`config.mk`:
```
export PLATFORM = sky130hd
export DESIGN_NAME = loop_sequencer
export DESIGN_NICKNAME = d
export VERILOG_FILES = /design/src/shared/loopseq_pkg.sv /design/src/logic/fetch_conflict.sv /design/src/logic/loop_sequencer.sv
export VERILOG_INCLUDE_DIRS = /design/src /design/src/shared
export SDC_FILE = /design/constraint.sdc
export NUM_CORES = 2
export LEC_CHECK = 0
export BUFFER_PORTS_ARGS = -buffer_cell sky130_fd_sc_hd__buf_2
export CAP_MARGIN = 20
export CORE_MARGIN = 5
export CORE_UTILIZATION = 40
export CTS_BUF_LIST = sky130_fd_sc_hd__clkbuf_4 sky130_fd_sc_hd__clkbuf_8
export CTS_CLUSTER_SIZE = 40
export DETAILED_ROUTE_END_ITERATION = 6
export SYNTH_ARGS = -nofsm -noshare
export SYNTH_HDL_FRONTEND = slang
export SYNTH_SLANG_ARGS = --single-unit
```
`constraint.sdc`:
```
create_clock -name CLK_I -period 44.2 [get_ports CLK_I]
set_input_delay 2.21 -clock CLK_I [delete_from_list [all_inputs] [get_ports CLK_I]]
set_output_delay 2.21 -clock CLK_I [all_outputs]
set_load 0.005 [all_outputs]
```
`src/shared/loopseq_map.svh`:
```
// constants for the loop stack, re-entry freeze and fetch conflict logic
// assumes a 24-bit program address and 32-bit loop count
`ifndef LOOPSEQ_MAP_SVH
`define LOOPSEQ_MAP_SVH
`define ADDR_W 24
`define CNT_W 32
`define STK_DEPTH 6
`define STK_IDX_W 3
`define SHORT_BODY_MAX 24'h000003
`define SHORT_CNT_MAX 32'h00000003
`define FREEZE_CALL 3'h3
`define FREEZE_INT 3'h4
`define FREEZE_NONE 3'h0
`define HIDDEN_CLEAR 2'h0
`define ONE_CNT 32'h00000001
`endif

```
`src/shared/loopseq_pkg.sv`:
```
// types shared by the loop sequencer files
// assumes loopseq_map.svh is on the include path
`include "loopseq_map.svh"
package loopseq_pkg;
   // hidden marking kept beside each stack address
   typedef struct packed
   {
      logic by_loop;
      logic by_int;
   } hidden_t;
   typedef struct packed
   {
      logic [`ADDR_W-1:0] addr;
      hidden_t hid;
   } pc_entry_t;
   typedef struct packed
   {
      logic [`ADDR_W-1:0] end_addr;
      logic [`CNT_W-1:0] count;
      logic [`ADDR_W-1:0] start_addr;
   } loop_entry_t;
   typedef enum logic [2:0]
   {
      FZ_IDLE = 3'b001,
      FZ_CALL = 3'b010,
      FZ_INT = 3'b100
   } freeze_state_t;
endpackage

```
`src/logic/fetch_conflict.sv`:
```
// program-memory bus conflict detection and fetch stall
// assumes address-stage pm access and fetch1 request are same-cycle inputs
`timescale 1ns/1ps
`include "loopseq_map.svh"
module fetch_conflict
(
   input wire logic clk_i,
   input wire logic rst_i,
   input wire logic addr_pm_access_i,
   input wire logic fetch1_req_i,
   input wire logic cache_hit_i,
   input wire logic [`ADDR_W-1:0] fetch1_addr_i,
   output logic stall_o,
   output logic [`ADDR_W-1:0] fetch_addr_o
);
   logic [`ADDR_W-1:0] held_addr_r;
   logic [`ADDR_W-1:0] held_addr_nxt;
   logic stall_r;
   logic stall_nxt;
   always_comb
   begin
      // hit fetches run alongside the data access
      stall_nxt = addr_pm_access_i && fetch1_req_i && !cache_hit_i && !stall_r;
      held_addr_nxt = stall_nxt ? fetch1_addr_i : held_addr_r;
   end
   always_ff @(posedge clk_i or posedge rst_i)
   begin
      if (rst_i)
      begin
         stall_r <= 1'b0;
         held_addr_r <= '0;
      end
      else
      begin
         stall_r <= stall_nxt;
         held_addr_r <= held_addr_nxt;
      end
   end
   // data wins the bus; n+2 goes out one cycle later
   assign stall_o = stall_r;
   assign fetch_addr_o = stall_r ? held_addr_r : fetch1_addr_i;
endmodule

```
`src/logic/loop_sequencer.sv`:
```
// loop and pc stacks with hidden bits, short-loop classification,
// re-entry count freeze and fetch conflict stall
// assumes decoded strobes from the sequencer, one per cycle each
//
// Behaviour
// - re-entry return leaves the count unchanged for an end refetched inside the freeze
// - classify short loop at loop start and keep it throughout
// - classification not stacked; rebuilt from stack values on nesting
// - unrelated instructions may sit between push, count and end loads
// - end address write recomputes class from the loaded count
// - pc stack entries hold hidden bits set by interrupt entry or loop start hardware
// - software pc stack write clears the entry hidden bits
// - detect address-stage pm data access against fetch1 fetch
// - data access first, fetch n+2 delayed one stall cycle
// - stall only on cache miss; hits go without delay
// - decrement count when loop end instruction is in fetch1
// - subroutine return freezes the count for three fetches
// - interrupt return freezes count four fetches, flagged by hidden bit
`timescale 1ns/1ps
`include "loopseq_map.svh"
module loop_sequencer
(
   input wire logic CLK_I,
   input wire logic RST_I,
   input wire logic LOOP_START_I,
   input wire logic [`ADDR_W-1:0] LOOP_START_ADDR_I,
   input wire logic [`ADDR_W-1:0] LOOP_END_ADDR_I,
   input wire logic [`CNT_W-1:0] LOOP_COUNT_INIT_I,
   input wire logic LOOP_PUSH_I,
   input wire logic LOOP_POP_I,
   input wire logic COUNT_WR_I,
   input wire logic END_WR_I,
   input wire logic [`CNT_W-1:0] WR_DATA_I,
   input wire logic CALL_I,
   input wire logic INT_ENTRY_I,
   input wire logic [`ADDR_W-1:0] RETURN_ADDR_I,
   input wire logic PC_PUSH_I,
   input wire logic PC_POP_I,
   input wire logic PC_WR_I,
   input wire logic RETURN_SUB_I,
   input wire logic RETURN_INT_I,
   input wire logic FETCH1_VALID_I,
   input wire logic [`ADDR_W-1:0] FETCH1_ADDR_I,
   input wire logic ADDR_PM_ACCESS_I,
   input wire logic CACHE_HIT_I,
   output logic [`ADDR_W-1:0] PC_STACK_TOP_O,
   output logic [`ADDR_W-1:0] LOOP_END_ADDRESS_TOP_O,
   output logic [`CNT_W-1:0] CURRENT_LOOP_COUNT_O,
   output logic LOOP_ACTIVE_O,
   output logic SHORT_LOOP_O,
   output logic LOOP_COUNT_EXPIRED_CONDITION_O,
   output logic COUNT_FROZEN_O,
   output logic FETCH_STALL_O,
   output logic [`ADDR_W-1:0] FETCH_ADDR_O
);
   loopseq_pkg::loop_entry_t lstk_r [`STK_DEPTH];
   loopseq_pkg::loop_entry_t lstk_nxt [`STK_DEPTH];
   loopseq_pkg::pc_entry_t pstk_r [`STK_DEPTH];
   loopseq_pkg::pc_entry_t pstk_nxt [`STK_DEPTH];
   logic [`STK_IDX_W-1:0] lsp_r;
   logic [`STK_IDX_W-1:0] lsp_nxt;
   logic [`STK_IDX_W-1:0] psp_r;
   logic [`STK_IDX_W-1:0] psp_nxt;
   logic short_r;
   logic short_nxt;
   loopseq_pkg::freeze_state_t fz_r;
   loopseq_pkg::freeze_state_t fz_nxt;
   logic [2:0] fz_cnt_r;
   logic [2:0] fz_cnt_nxt;
   logic [`STK_IDX_W-1:0] ltop;
   logic [`STK_IDX_W-1:0] ptop;
   logic [`STK_IDX_W-1:0] lnew;
   logic stall;
   logic fetch_step;
   logic frozen;

   // short means body of at most three with a small count
   function automatic logic is_short(input logic [`ADDR_W-1:0] s,
                                     input logic [`ADDR_W-1:0] e,
                                     input logic [`CNT_W-1:0] c);
      logic [`ADDR_W-1:0] len;
      len = e - s + 24'h000001;
      is_short = (len <= `SHORT_BODY_MAX) && (c <= `SHORT_CNT_MAX);
   endfunction

   assign ltop = lsp_r - 3'h1;
   assign ptop = psp_r - 3'h1;
   assign lnew = lsp_r - 3'h1 - 3'h1;
   assign fetch_step = FETCH1_VALID_I && !stall;
   assign frozen = (fz_r != loopseq_pkg::FZ_IDLE);

   always_comb
   begin
      lstk_nxt = lstk_r;
      lsp_nxt = lsp_r;
      short_nxt = short_r;
      if (LOOP_START_I && lsp_r < 3'(`STK_DEPTH))
      begin
         lstk_nxt[lsp_r].end_addr = LOOP_END_ADDR_I;
         lstk_nxt[lsp_r].count = LOOP_COUNT_INIT_I;
         lstk_nxt[lsp_r].start_addr = LOOP_START_ADDR_I;
         lsp_nxt = lsp_r + 3'h1;
         short_nxt = is_short(LOOP_START_ADDR_I, LOOP_END_ADDR_I, LOOP_COUNT_INIT_I);
      end
      else if (LOOP_PUSH_I && lsp_r < 3'(`STK_DEPTH))
      begin
         // restore path: count and end follow later, any gap allowed
         lstk_nxt[lsp_r] = '0;
         lstk_nxt[lsp_r].start_addr = FETCH1_ADDR_I;
         lsp_nxt = lsp_r + 3'h1;
      end
      else if (LOOP_POP_I && lsp_r != 3'h0)
      begin
         lsp_nxt = lsp_r - 3'h1;
         // outer loop class rebuilt from what the stack still holds
         if (lsp_r > 3'h1)
            short_nxt = is_short(lstk_r[lnew].start_addr, lstk_r[lnew].end_addr,
                                 lstk_r[lnew].count);
         else
            short_nxt = 1'b0;
      end
      else if (lsp_r != 3'h0)
      begin
         if (COUNT_WR_I)
            lstk_nxt[ltop].count = WR_DATA_I;
         if (END_WR_I)
         begin
            lstk_nxt[ltop].end_addr = WR_DATA_I[`ADDR_W-1:0];
            // uses count loaded before, hence the count-then-end order
            short_nxt = is_short(lstk_r[ltop].start_addr, WR_DATA_I[`ADDR_W-1:0],
                                 lstk_r[ltop].count);
         end
         if (!COUNT_WR_I && fetch_step && !frozen &&
             FETCH1_ADDR_I == lstk_r[ltop].end_addr &&
             lstk_r[ltop].count != `CNT_W'(0))
            lstk_nxt[ltop].count = lstk_r[ltop].count - `ONE_CNT;
      end
   end

   always_comb
   begin
      pstk_nxt = pstk_r;
      psp_nxt = psp_r;
      if ((CALL_I || INT_ENTRY_I || LOOP_START_I || PC_PUSH_I) && psp_r < 3'(`STK_DEPTH))
      begin
         pstk_nxt[psp_r].addr = LOOP_START_I ? LOOP_START_ADDR_I : RETURN_ADDR_I;
         pstk_nxt[psp_r].hid.by_loop = LOOP_START_I;
         pstk_nxt[psp_r].hid.by_int = INT_ENTRY_I;
         psp_nxt = psp_r + 3'h1;
      end
      else if ((PC_POP_I || RETURN_SUB_I || RETURN_INT_I) && psp_r != 3'h0)
         psp_nxt = psp_r - 3'h1;
      else if (PC_WR_I && psp_r != 3'h0)
      begin
         pstk_nxt[ptop].addr = WR_DATA_I[`ADDR_W-1:0];
         pstk_nxt[ptop].hid = `HIDDEN_CLEAR;
      end
   end

   // freeze length chosen from the return kind and the hidden bit
   always_comb
   begin
      fz_nxt = fz_r;
      fz_cnt_nxt = fz_cnt_r;
      unique case (fz_r)
         loopseq_pkg::FZ_IDLE:
         begin
            if ((RETURN_SUB_I || RETURN_INT_I) && psp_r != 3'h0)
            begin
               if (RETURN_INT_I || pstk_r[ptop].hid.by_int)
               begin
                  fz_nxt = loopseq_pkg::FZ_INT;
                  fz_cnt_nxt = `FREEZE_INT;
               end
               else
               begin
                  fz_nxt = loopseq_pkg::FZ_CALL;
                  fz_cnt_nxt = `FREEZE_CALL;
               end
            end
         end
         loopseq_pkg::FZ_CALL, loopseq_pkg::FZ_INT:
         begin
            if (fetch_step)
            begin
               fz_cnt_nxt = fz_cnt_r - 3'h1;
               if (fz_cnt_r == 3'h1)
                  fz_nxt = loopseq_pkg::FZ_IDLE;
            end
         end
         default:
         begin
            fz_nxt = loopseq_pkg::FZ_IDLE;
            fz_cnt_nxt = `FREEZE_NONE;
         end
      endcase
   end

   always_ff @(posedge CLK_I or posedge RST_I)
   begin
      if (RST_I)
      begin
         for (int i = 0; i < `STK_DEPTH; i++)
         begin
            lstk_r[i] <= '0;
            pstk_r[i] <= '0;
         end
         lsp_r <= '0;
         psp_r <= '0;
         short_r <= 1'b0;
         fz_r <= loopseq_pkg::FZ_IDLE;
         fz_cnt_r <= `FREEZE_NONE;
      end
      else
      begin
         lstk_r <= lstk_nxt;
         pstk_r <= pstk_nxt;
         lsp_r <= lsp_nxt;
         psp_r <= psp_nxt;
         short_r <= short_nxt;
         fz_r <= fz_nxt;
         fz_cnt_r <= fz_cnt_nxt;
      end
   end

   fetch_conflict u_conflict
   (
      .clk_i(CLK_I),
      .rst_i(RST_I),
      .addr_pm_access_i(ADDR_PM_ACCESS_I),
      .fetch1_req_i(FETCH1_VALID_I),
      .cache_hit_i(CACHE_HIT_I),
      .fetch1_addr_i(FETCH1_ADDR_I),
      .stall_o(stall),
      .fetch_addr_o(FETCH_ADDR_O)
   );

   // top views are plain reads of the stack flops
   assign PC_STACK_TOP_O = (psp_r != 3'h0) ? pstk_r[ptop].addr : '0;
   assign LOOP_END_ADDRESS_TOP_O = (lsp_r != 3'h0) ? lstk_r[ltop].end_addr : '0;
   assign CURRENT_LOOP_COUNT_O = (lsp_r != 3'h0) ? lstk_r[ltop].count : '0;
   assign LOOP_ACTIVE_O = (lsp_r != 3'h0);
   assign SHORT_LOOP_O = short_r;
   assign LOOP_COUNT_EXPIRED_CONDITION_O = (lsp_r != 3'h0) && (lstk_r[ltop].count == `ONE_CNT);
   assign COUNT_FROZEN_O = frozen;
   assign FETCH_STALL_O = stall;
endmodule

```
# --- Word-level counts from Yosys, hierarchy flattened ---
# Index checks and enable logic that the tools add are counted.
totals:
  register_bits: 674
  latch_bits: 0
  ramBits: 0
  romBits: 0
  in_bits: 177
  out_inout_bits: 109
  mem_count: 0
classes:
  add_sub_neg: 13
  n_mul: 0
  n_div: 0
  magnitude_cmp: 18
  eq_ne: 13
  shifts: 0
  muxes: 86
  bitwise: 7
  n_reduce_logical: 49
ops:
  columns: ["op", "n"]
  rows:
  - ["$mux 480", 15]
  - ["$bwmux 480", 7]
  - ["$demux 80 s3", 6]
  - ["$bwmux 156", 5]
  - ["$mux 80", 7]
  - ["$and 480x480->480", 1]
  - ["$bmux 80 s3", 2]
  - ["$not 480->480", 1]
  - ["$mux 156", 3]
  - ["$demux 26 s3", 5]
  - ["$mux 24", 5]
  - ["$mux 56", 2]
  - ["$mux 26", 4]
  - ["$le 32x2->1 const B", 3]
  - ["$bmux 26 s3", 1]
  - ["$add 24x1->24 const B", 3]
  - ["$le 24x2->1 const B", 3]
  - ["$sub 24x24->24", 3]
  - ["$mux 3", 12]
  - ["$eq 32x1->1 const B", 1]
  - ["$mux 32", 1]
  - ["$reduce_bool 32->1", 1]
  - ["$sub 32x1->32 const B", 1]
  - ["$eq 24x24->1", 1]
  - ["24 further kinds", 93]

# --- Depth between registers and ports, before layout ---
logic_depth:
  depth_word: 24
  ltp_mapped: 36

# --- By module ---
# From an unflattened synthesis, not the netlist that was laid out.
unflattened:
  cells_unflattened: 5609
  hier_area_um2: 47986.0
by_module_without_submodules:
  columns: ["mod", "n_inst", "cells_per_inst", "area_per_inst_um2"]
  rows:
  - ["loop_sequencer", 1, 5528, 46647.2]
  - ["fetch_conflict", 1, 81, 1338.8]

# --- Worst setup path after synthesis ---
# No wires, ideal clock.
synth_path:
  path_type: "reg2reg"
  start: "reg lsp_r[0]"
  end: "reg short_r, in the netlist SHORT_LOOP_O"
  t_arrival_ns: 7.310
  required_ns: 44.075
  setup_slack_ns: 36.765
  stages_incl_launch_ff: 33
  synth_period_minus_slack_ns: 7.435
  path_cell_list: "dfrtp_1 > buf_4 > buf_6 > buf_4 > inv_1 > clkbuf_1 > buf_1 > ha_1 > buf_2 > buf_4 > buf_2 > buf_4 > buf_2 > buf_1 > buf_2 > buf_2 > buf_2 > clkbuf_1 > buf_1 > a21oi_1 > ha_1 > ha_1 > nor2b_1 > o31ai_1 > a211oi_1 > a2111oi_0 > nor3b_1 > o31a_1 > mux2_2 > nand4_1 > nand2_1 > nor2_1 > o31ai_1"
synth_between:
  elab_chain_cells: 14
synth_rtl:
  columns: ["element", "line", "rtl"]
  rows:
  - ["from (decl)", "loop_sequencer.sv:60", "logic [`STK_IDX_W-1:0] lsp_r;"]
  - ["from (signal assigned)", "loop_sequencer.sv:218", "lsp_r <= lsp_nxt;"]
  - ["$sub 3x1->3", "loop_sequencer.sv:86, loop_sequencer.sv:88", null]
  - ["$sub 3x1->3 / $not 3->4 (equally long branches)", "loop_sequencer.sv:88, loop_sequencer.sv:130, loop_sequencer.sv:131", null]
  - ["$not 3->4 (implied by the code) / $bmux 80 s3 (equally long branches)", null, null]
  - ["$bmux 80 s3 / $mux 80 (equally long branches)", "loop_sequencer.sv:117, loop_sequencer.sv:118, loop_sequencer.sv:131", null]
  - ["$mux 80, on equally long branches", "loop_sequencer.sv:118, loop_sequencer.sv:131", null]
  - ["$mux 80 (implied by the code) / $sub 24x24->24 (equally long branches)", "loop_sequencer.sv:118, loop_sequencer.sv:82", null]
  - ["$sub 24x24->24 / $add 24x1->24 (equally long branches)", "loop_sequencer.sv:82", "len = e - s + 24'h000001;"]
  - ["$add 24x1->24 / $le 24x2->1 (equally long branches)", null, null]
  - ["$le 24x2->1 (no line) / $logic_and 1x1->1 (equally long branches)", null, null]
  - ["$logic_and 1x1->1 / $mux 1 (equally long branches)", "loop_sequencer.sv:83, loop_sequencer.sv:126", null]
  - ["$mux 1, on equally long branches", "loop_sequencer.sv:116, loop_sequencer.sv:122", null]
  - ["$mux 1", "loop_sequencer.sv:112", "else if (LOOP_POP_I && lsp_r != 3'h0)"]
  - ["$mux 1", "loop_sequencer.sv:105", "else if (LOOP_PUSH_I && lsp_r < 3'(`STK_DEPTH))"]
  - ["$mux 1", "loop_sequencer.sv:97", "if (LOOP_START_I && lsp_r < 3'(`STK_DEPTH))"]
  - ["to (signal assigned)", "loop_sequencer.sv:220", "short_r <= short_nxt;"]
  - ["to (decl)", "loop_sequencer.sv:64", "logic short_r;"]
# Several ways; a longest one is shown, not always the timed one. The select of a mux whose other input is x is not followed.
# A chain may end at the register's enable or synchronous reset.

# --- Worst setup path after layout ---
layout_path:
  start: "reg lsp_r[0]"
  end: "out LOOP_COUNT_EXPIRED_CONDITION_O"
layout_between:
  elab_chain_cells: 7
layout_rtl:
  columns: ["element", "line", "rtl"]
  rows:
  - ["$sub 3x1->3", "loop_sequencer.sv:86", "assign ltop = lsp_r - 3'h1;"]
  - ["$not 3->4 (implied by the code)", "loop_sequencer.sv:244", "assign LOOP_COUNT_EXPIRED_CONDITION_O = (lsp_r != 3'h0) && (lstk_r[ltop].count == `ONE_CNT);"]
  - ["$bmux 80 s3", "loop_sequencer.sv:244", null]
  - ["$mux 80 (implied by the code) (2 in series)", "loop_sequencer.sv:244", null]
  - ["$eq 32x1->1 (no line)", null, null]
  - ["$logic_and 1x1->1 (*)", "loop_sequencer.sv:244", null]
  - ["to (decl)", "loop_sequencer.sv:51", "output logic LOOP_COUNT_EXPIRED_CONDITION_O,"]
# Every way passes the cells marked *; elsewhere a longest branch is shown, timed or not. The select of a mux whose other input is x is not followed.

==> reports/results.txt <==
Hold Buf Count CTS: 0
Final Hold Vio Count: 0
global-route wire length before repair: 333,000 um
CP startpoint kind: register
CTS tree: done
critical path class: reg -> out
CTS max path bufs: 3
clk sinks: 668
status: finished with violations
DRC viols: 7
initial core utilization: 40.41%
clk_lat worst skew: 0.92 ns
asr flop ratio synth: 100.0%
Worst slew margin: 16.53%
actual slew at the worst max-slew pin: 1.252 ns
row count: 125
Leak: 0.02270 uW
H-Tree Depth: 4
first drt pass iteration count: 7
HP Class: reg -> reg
Pwr Total: 5343 uW
setup violators final: 0
synthesis-to-layout area growth: 12.21%
core area: 0.1165 sq mm
initial antenna violation count: 38
Tcrit/Tclk final: 19.28%
Flop pwr share: 22.1%
number of synthesized register bits: 668
RR Startpoint: lsp_r[0]
gpl congestion: 1.047
CP arrival: 6.31 ns
skew final: 0.05951 ns
Pins Over Slew Limit: 0
clk root buf: clkbuf_8
Combinational Power Share: 65.2%
hold path depth: 2
minimum clock period: 8.524 ns
setup TNS: 0 ns
max_cap viols: 0
Avg WL per Cell: 31.66 um
I/O Buffers: 285
register area share after synthesis: 35.50%
initial DRC count: 7,460
Final ANT Viol Nets: 0
utilization after layout: 45.34%
vias: 49,930
clock slew at reported path FFs: 0.07 ns
YS warnings: 0
EDFF count, synth: 0
post-route cell area: 0.05283 sq mm
violated checks: DRC
FF-to-FF setup slack: 35.83 ns
Syn Area/Cell: 8.389 sq um
synthesized area: 0.04709 sq mm
crit-path max FO: 63
syn nets: 5,944
grt ovf: 0
RSZ-0062 raised after global routing: no
die width: 353.1 um
post-DP HPWL: 153,600 um
Netlist cell types: 92
CP required: 41.99 ns
Post-CTS Setup Bufs: 0
Tot GR Track Use: 35.87%
share of total power in the clock network: 12.7%
power per cell area: 101.1 mW/mm^2
Synth Flop Type: dfrtp_1
Cell Area, Placed: 0.04998 sq mm
min-delay src: lstk_r[458]
die area: 0.1247 sq mm
R2R depth: 22
P_int: 2459 uW
Final nets: 6,042
worst vdd ir: 0.06364 mV
fmax: 117.3 MHz
CP Capture Type: output pin
share of layout cells above drive strength 1: 16.92%
post_cts resized: 0
I/O pin cnt: 286
die height: 353.1 um
RR Endpoint: SHORT_LOOP_O
pin count of the biggest net entering global routing: 162
Post-Route WL: 233,000 um
vias per cell: 6.783
P_sw: 2884 uW
Num CTS Buffers: 131
number of global-route vias before repair: 47,110
sw frac: 53.97%
Gate Count Post-Synth: 5,613
WHS Endpoint: lstk_r[458]
==> synth_stat cells, types with 11 or more instances <==
cell type | instances | area share (%)
a2111oi_0 | 37 | 0.69
a211o_1 | 13 | 0.24
a211oi_1 | 44 | 0.70
a21o_1 | 36 | 0.57
a21oi_1 | 345 | 3.7
a221o_1 | 25 | 0.53
a221oi_1 | 32 | 0.60
a22o_1 | 18 | 0.33
a22oi_1 | 309 | 4.9
a31oi_1 | 54 | 0.72
a32oi_1 | 13 | 0.24
and2_1 | 23 | 0.31
and3_1 | 65 | 0.86
buf_1 | 31 | 0.25
buf_2 | 52 | 0.55
buf_4 | 14 | 0.22
clkbuf_1 | 344 | 2.7
dfrtp_1 | 667 | 35
ha_1 | 151 | 4.0
inv_1 | 93 | 0.74
mux2_2 | 159 | 3.8
mux2i_1 | 149 | 3.2
mux4_2 | 78 | 3.7
nand2_1 | 1024 | 8.2
nand2b_1 | 49 | 0.65
nand3_1 | 104 | 1.1
nand3b_1 | 19 | 0.30
nand4_1 | 35 | 0.47
nor2_1 | 454 | 3.6
nor2b_1 | 26 | 0.35
nor3_1 | 65 | 0.69
nor3b_1 | 12 | 0.19
nor4_1 | 58 | 0.77
o211ai_1 | 70 | 1.1
o21a_1 | 11 | 0.18
o21ai_0 | 492 | 5.2
o21ai_1 | 16 | 0.17
o221ai_1 | 129 | 2.4
o22ai_1 | 13 | 0.17
o31ai_1 | 11 | 0.18
o32ai_1 | 13 | 0.24
or3_1 | 18 | 0.24
xnor2_1 | 54 | 1.0
xor2_1 | 34 | 0.63
==> power by group through the flow <==
stage                     Combinational, uW  Clock, uW  Sequential (uW)
after floorplan                        2280          0             1030
after global placement                 3300          0             1160
after detailed placement               3340          0             1160
after CTS                              3350        686             1160
after global routing                   3670        712             1200
final                                  3490        680             1180
==> stage by stage <==
step,cells,setup slack [ns],hold WS (ns)
after floorplan,5613,23.27,0.4444
after global placement,7094,35.62,0.4578
after detailed placement,7100,36.13,0.4660
after CTS,7331,35.74,0.4798
after global routing,7342,35.56,0.5033
final,7361,35.68,0.4786
==> registers in the layout, indices dropped and copies added, names as in the netlist <==
| register | flops |
|---|---|
| lstk_r | 480 |
| lsp_r | 3 |
| psp_r | 3 |
| fz_cnt_r | 3 |
| u_conflict.held_addr_r | 24 |
| u_conflict.stall_o | 1 |
| pstk_r | 150 |
| fz_r | 3 |
| SHORT_LOOP_O | 1 |
==> layout make-up <==
type | instances | area (sq um)
fillers | 11410 | 63680
diodes | 28 | 70.07
repair buffers | 411 | 2472
clock buffers | 205 | 2552
inverters | 95 | 364.1
well taps | 1524 | 1907
flip-flops and latches | 668 | 16720
multi-input cells | 4404 | 28550
clock inverters | 26 | 198.9
==> worst max-delay path by stage <==
| stage | cells after the start | start | endpoint | slack, ns |
|---|---|---|---|---|
| 3_5_place_dp | 22 | lsp_r[0] | SHORT_LOOP_O | 36.13 |
| 4_1_cts | 12 | lsp_r[0] | LOOP_COUNT_EXPIRED_CONDITION_O | 35.74 |
| 2_1_floorplan | 1 | RST_I | SHORT_LOOP_O | 23.27 |
| 5_1_grt | 12 | lsp_r[0] | LOOP_COUNT_EXPIRED_CONDITION_O | 35.56 |
| 3_3_place_gp | 21 | lsp_r[0] | SHORT_LOOP_O | 35.62 |
| 6_report | 12 | lsp_r[0] | LOOP_COUNT_EXPIRED_CONDITION_O | 35.68 |
==> cells by family after synthesis <==
family,after synthesis,share of synthesized area [%]
and+or+nand+nor,2009,18.80
AOI/OAI and AO/OA,1765,24.50
DFF,668,35.50
buffers and inverters,541,4.650
muxes,386,10.70
adders and majority gates,154,4.140
xor gates and xnor gates,90,1.706
==> layout by cell type (no fill, tap or decap), drive strengths merged, types with 151 or more instances in the layout <==
cell type / n
a21oi: 346
a22oi: 309
buf: 411
clkbuf: 205
dfrtp: 667
ha: 151
mux2: 159
nand2: 1027
nor2: 456
o21ai: 508
==> worst max-delay path, cell delays in order, from the launching register on <==
cell,delay [ns]
dfrtp_4,1.01
inv_1,0.17
ha_1,0.39
xnor2_4,0.77
buf_4,0.71
mux4_2,0.40
a22oi_1,0.56
nand4_2,0.36
nor3_2,0.25
buf_4,0.17
nand3_1,0.08
nor2_1,0.26
buf_2,0.18
==> layer usage <==
metal / up-vias / global-route usage, % / share of wire, %
met5: - / 0 / 0.044
met4: 14 / 19.99 / 6.3
met3: 784 / 13.42 / 14
met2: 3931 / 50.51 / 41
met1: 24290 / 47.43 / 38
li1: 20910 / - / -
Power figures use the tool's default switching activity.
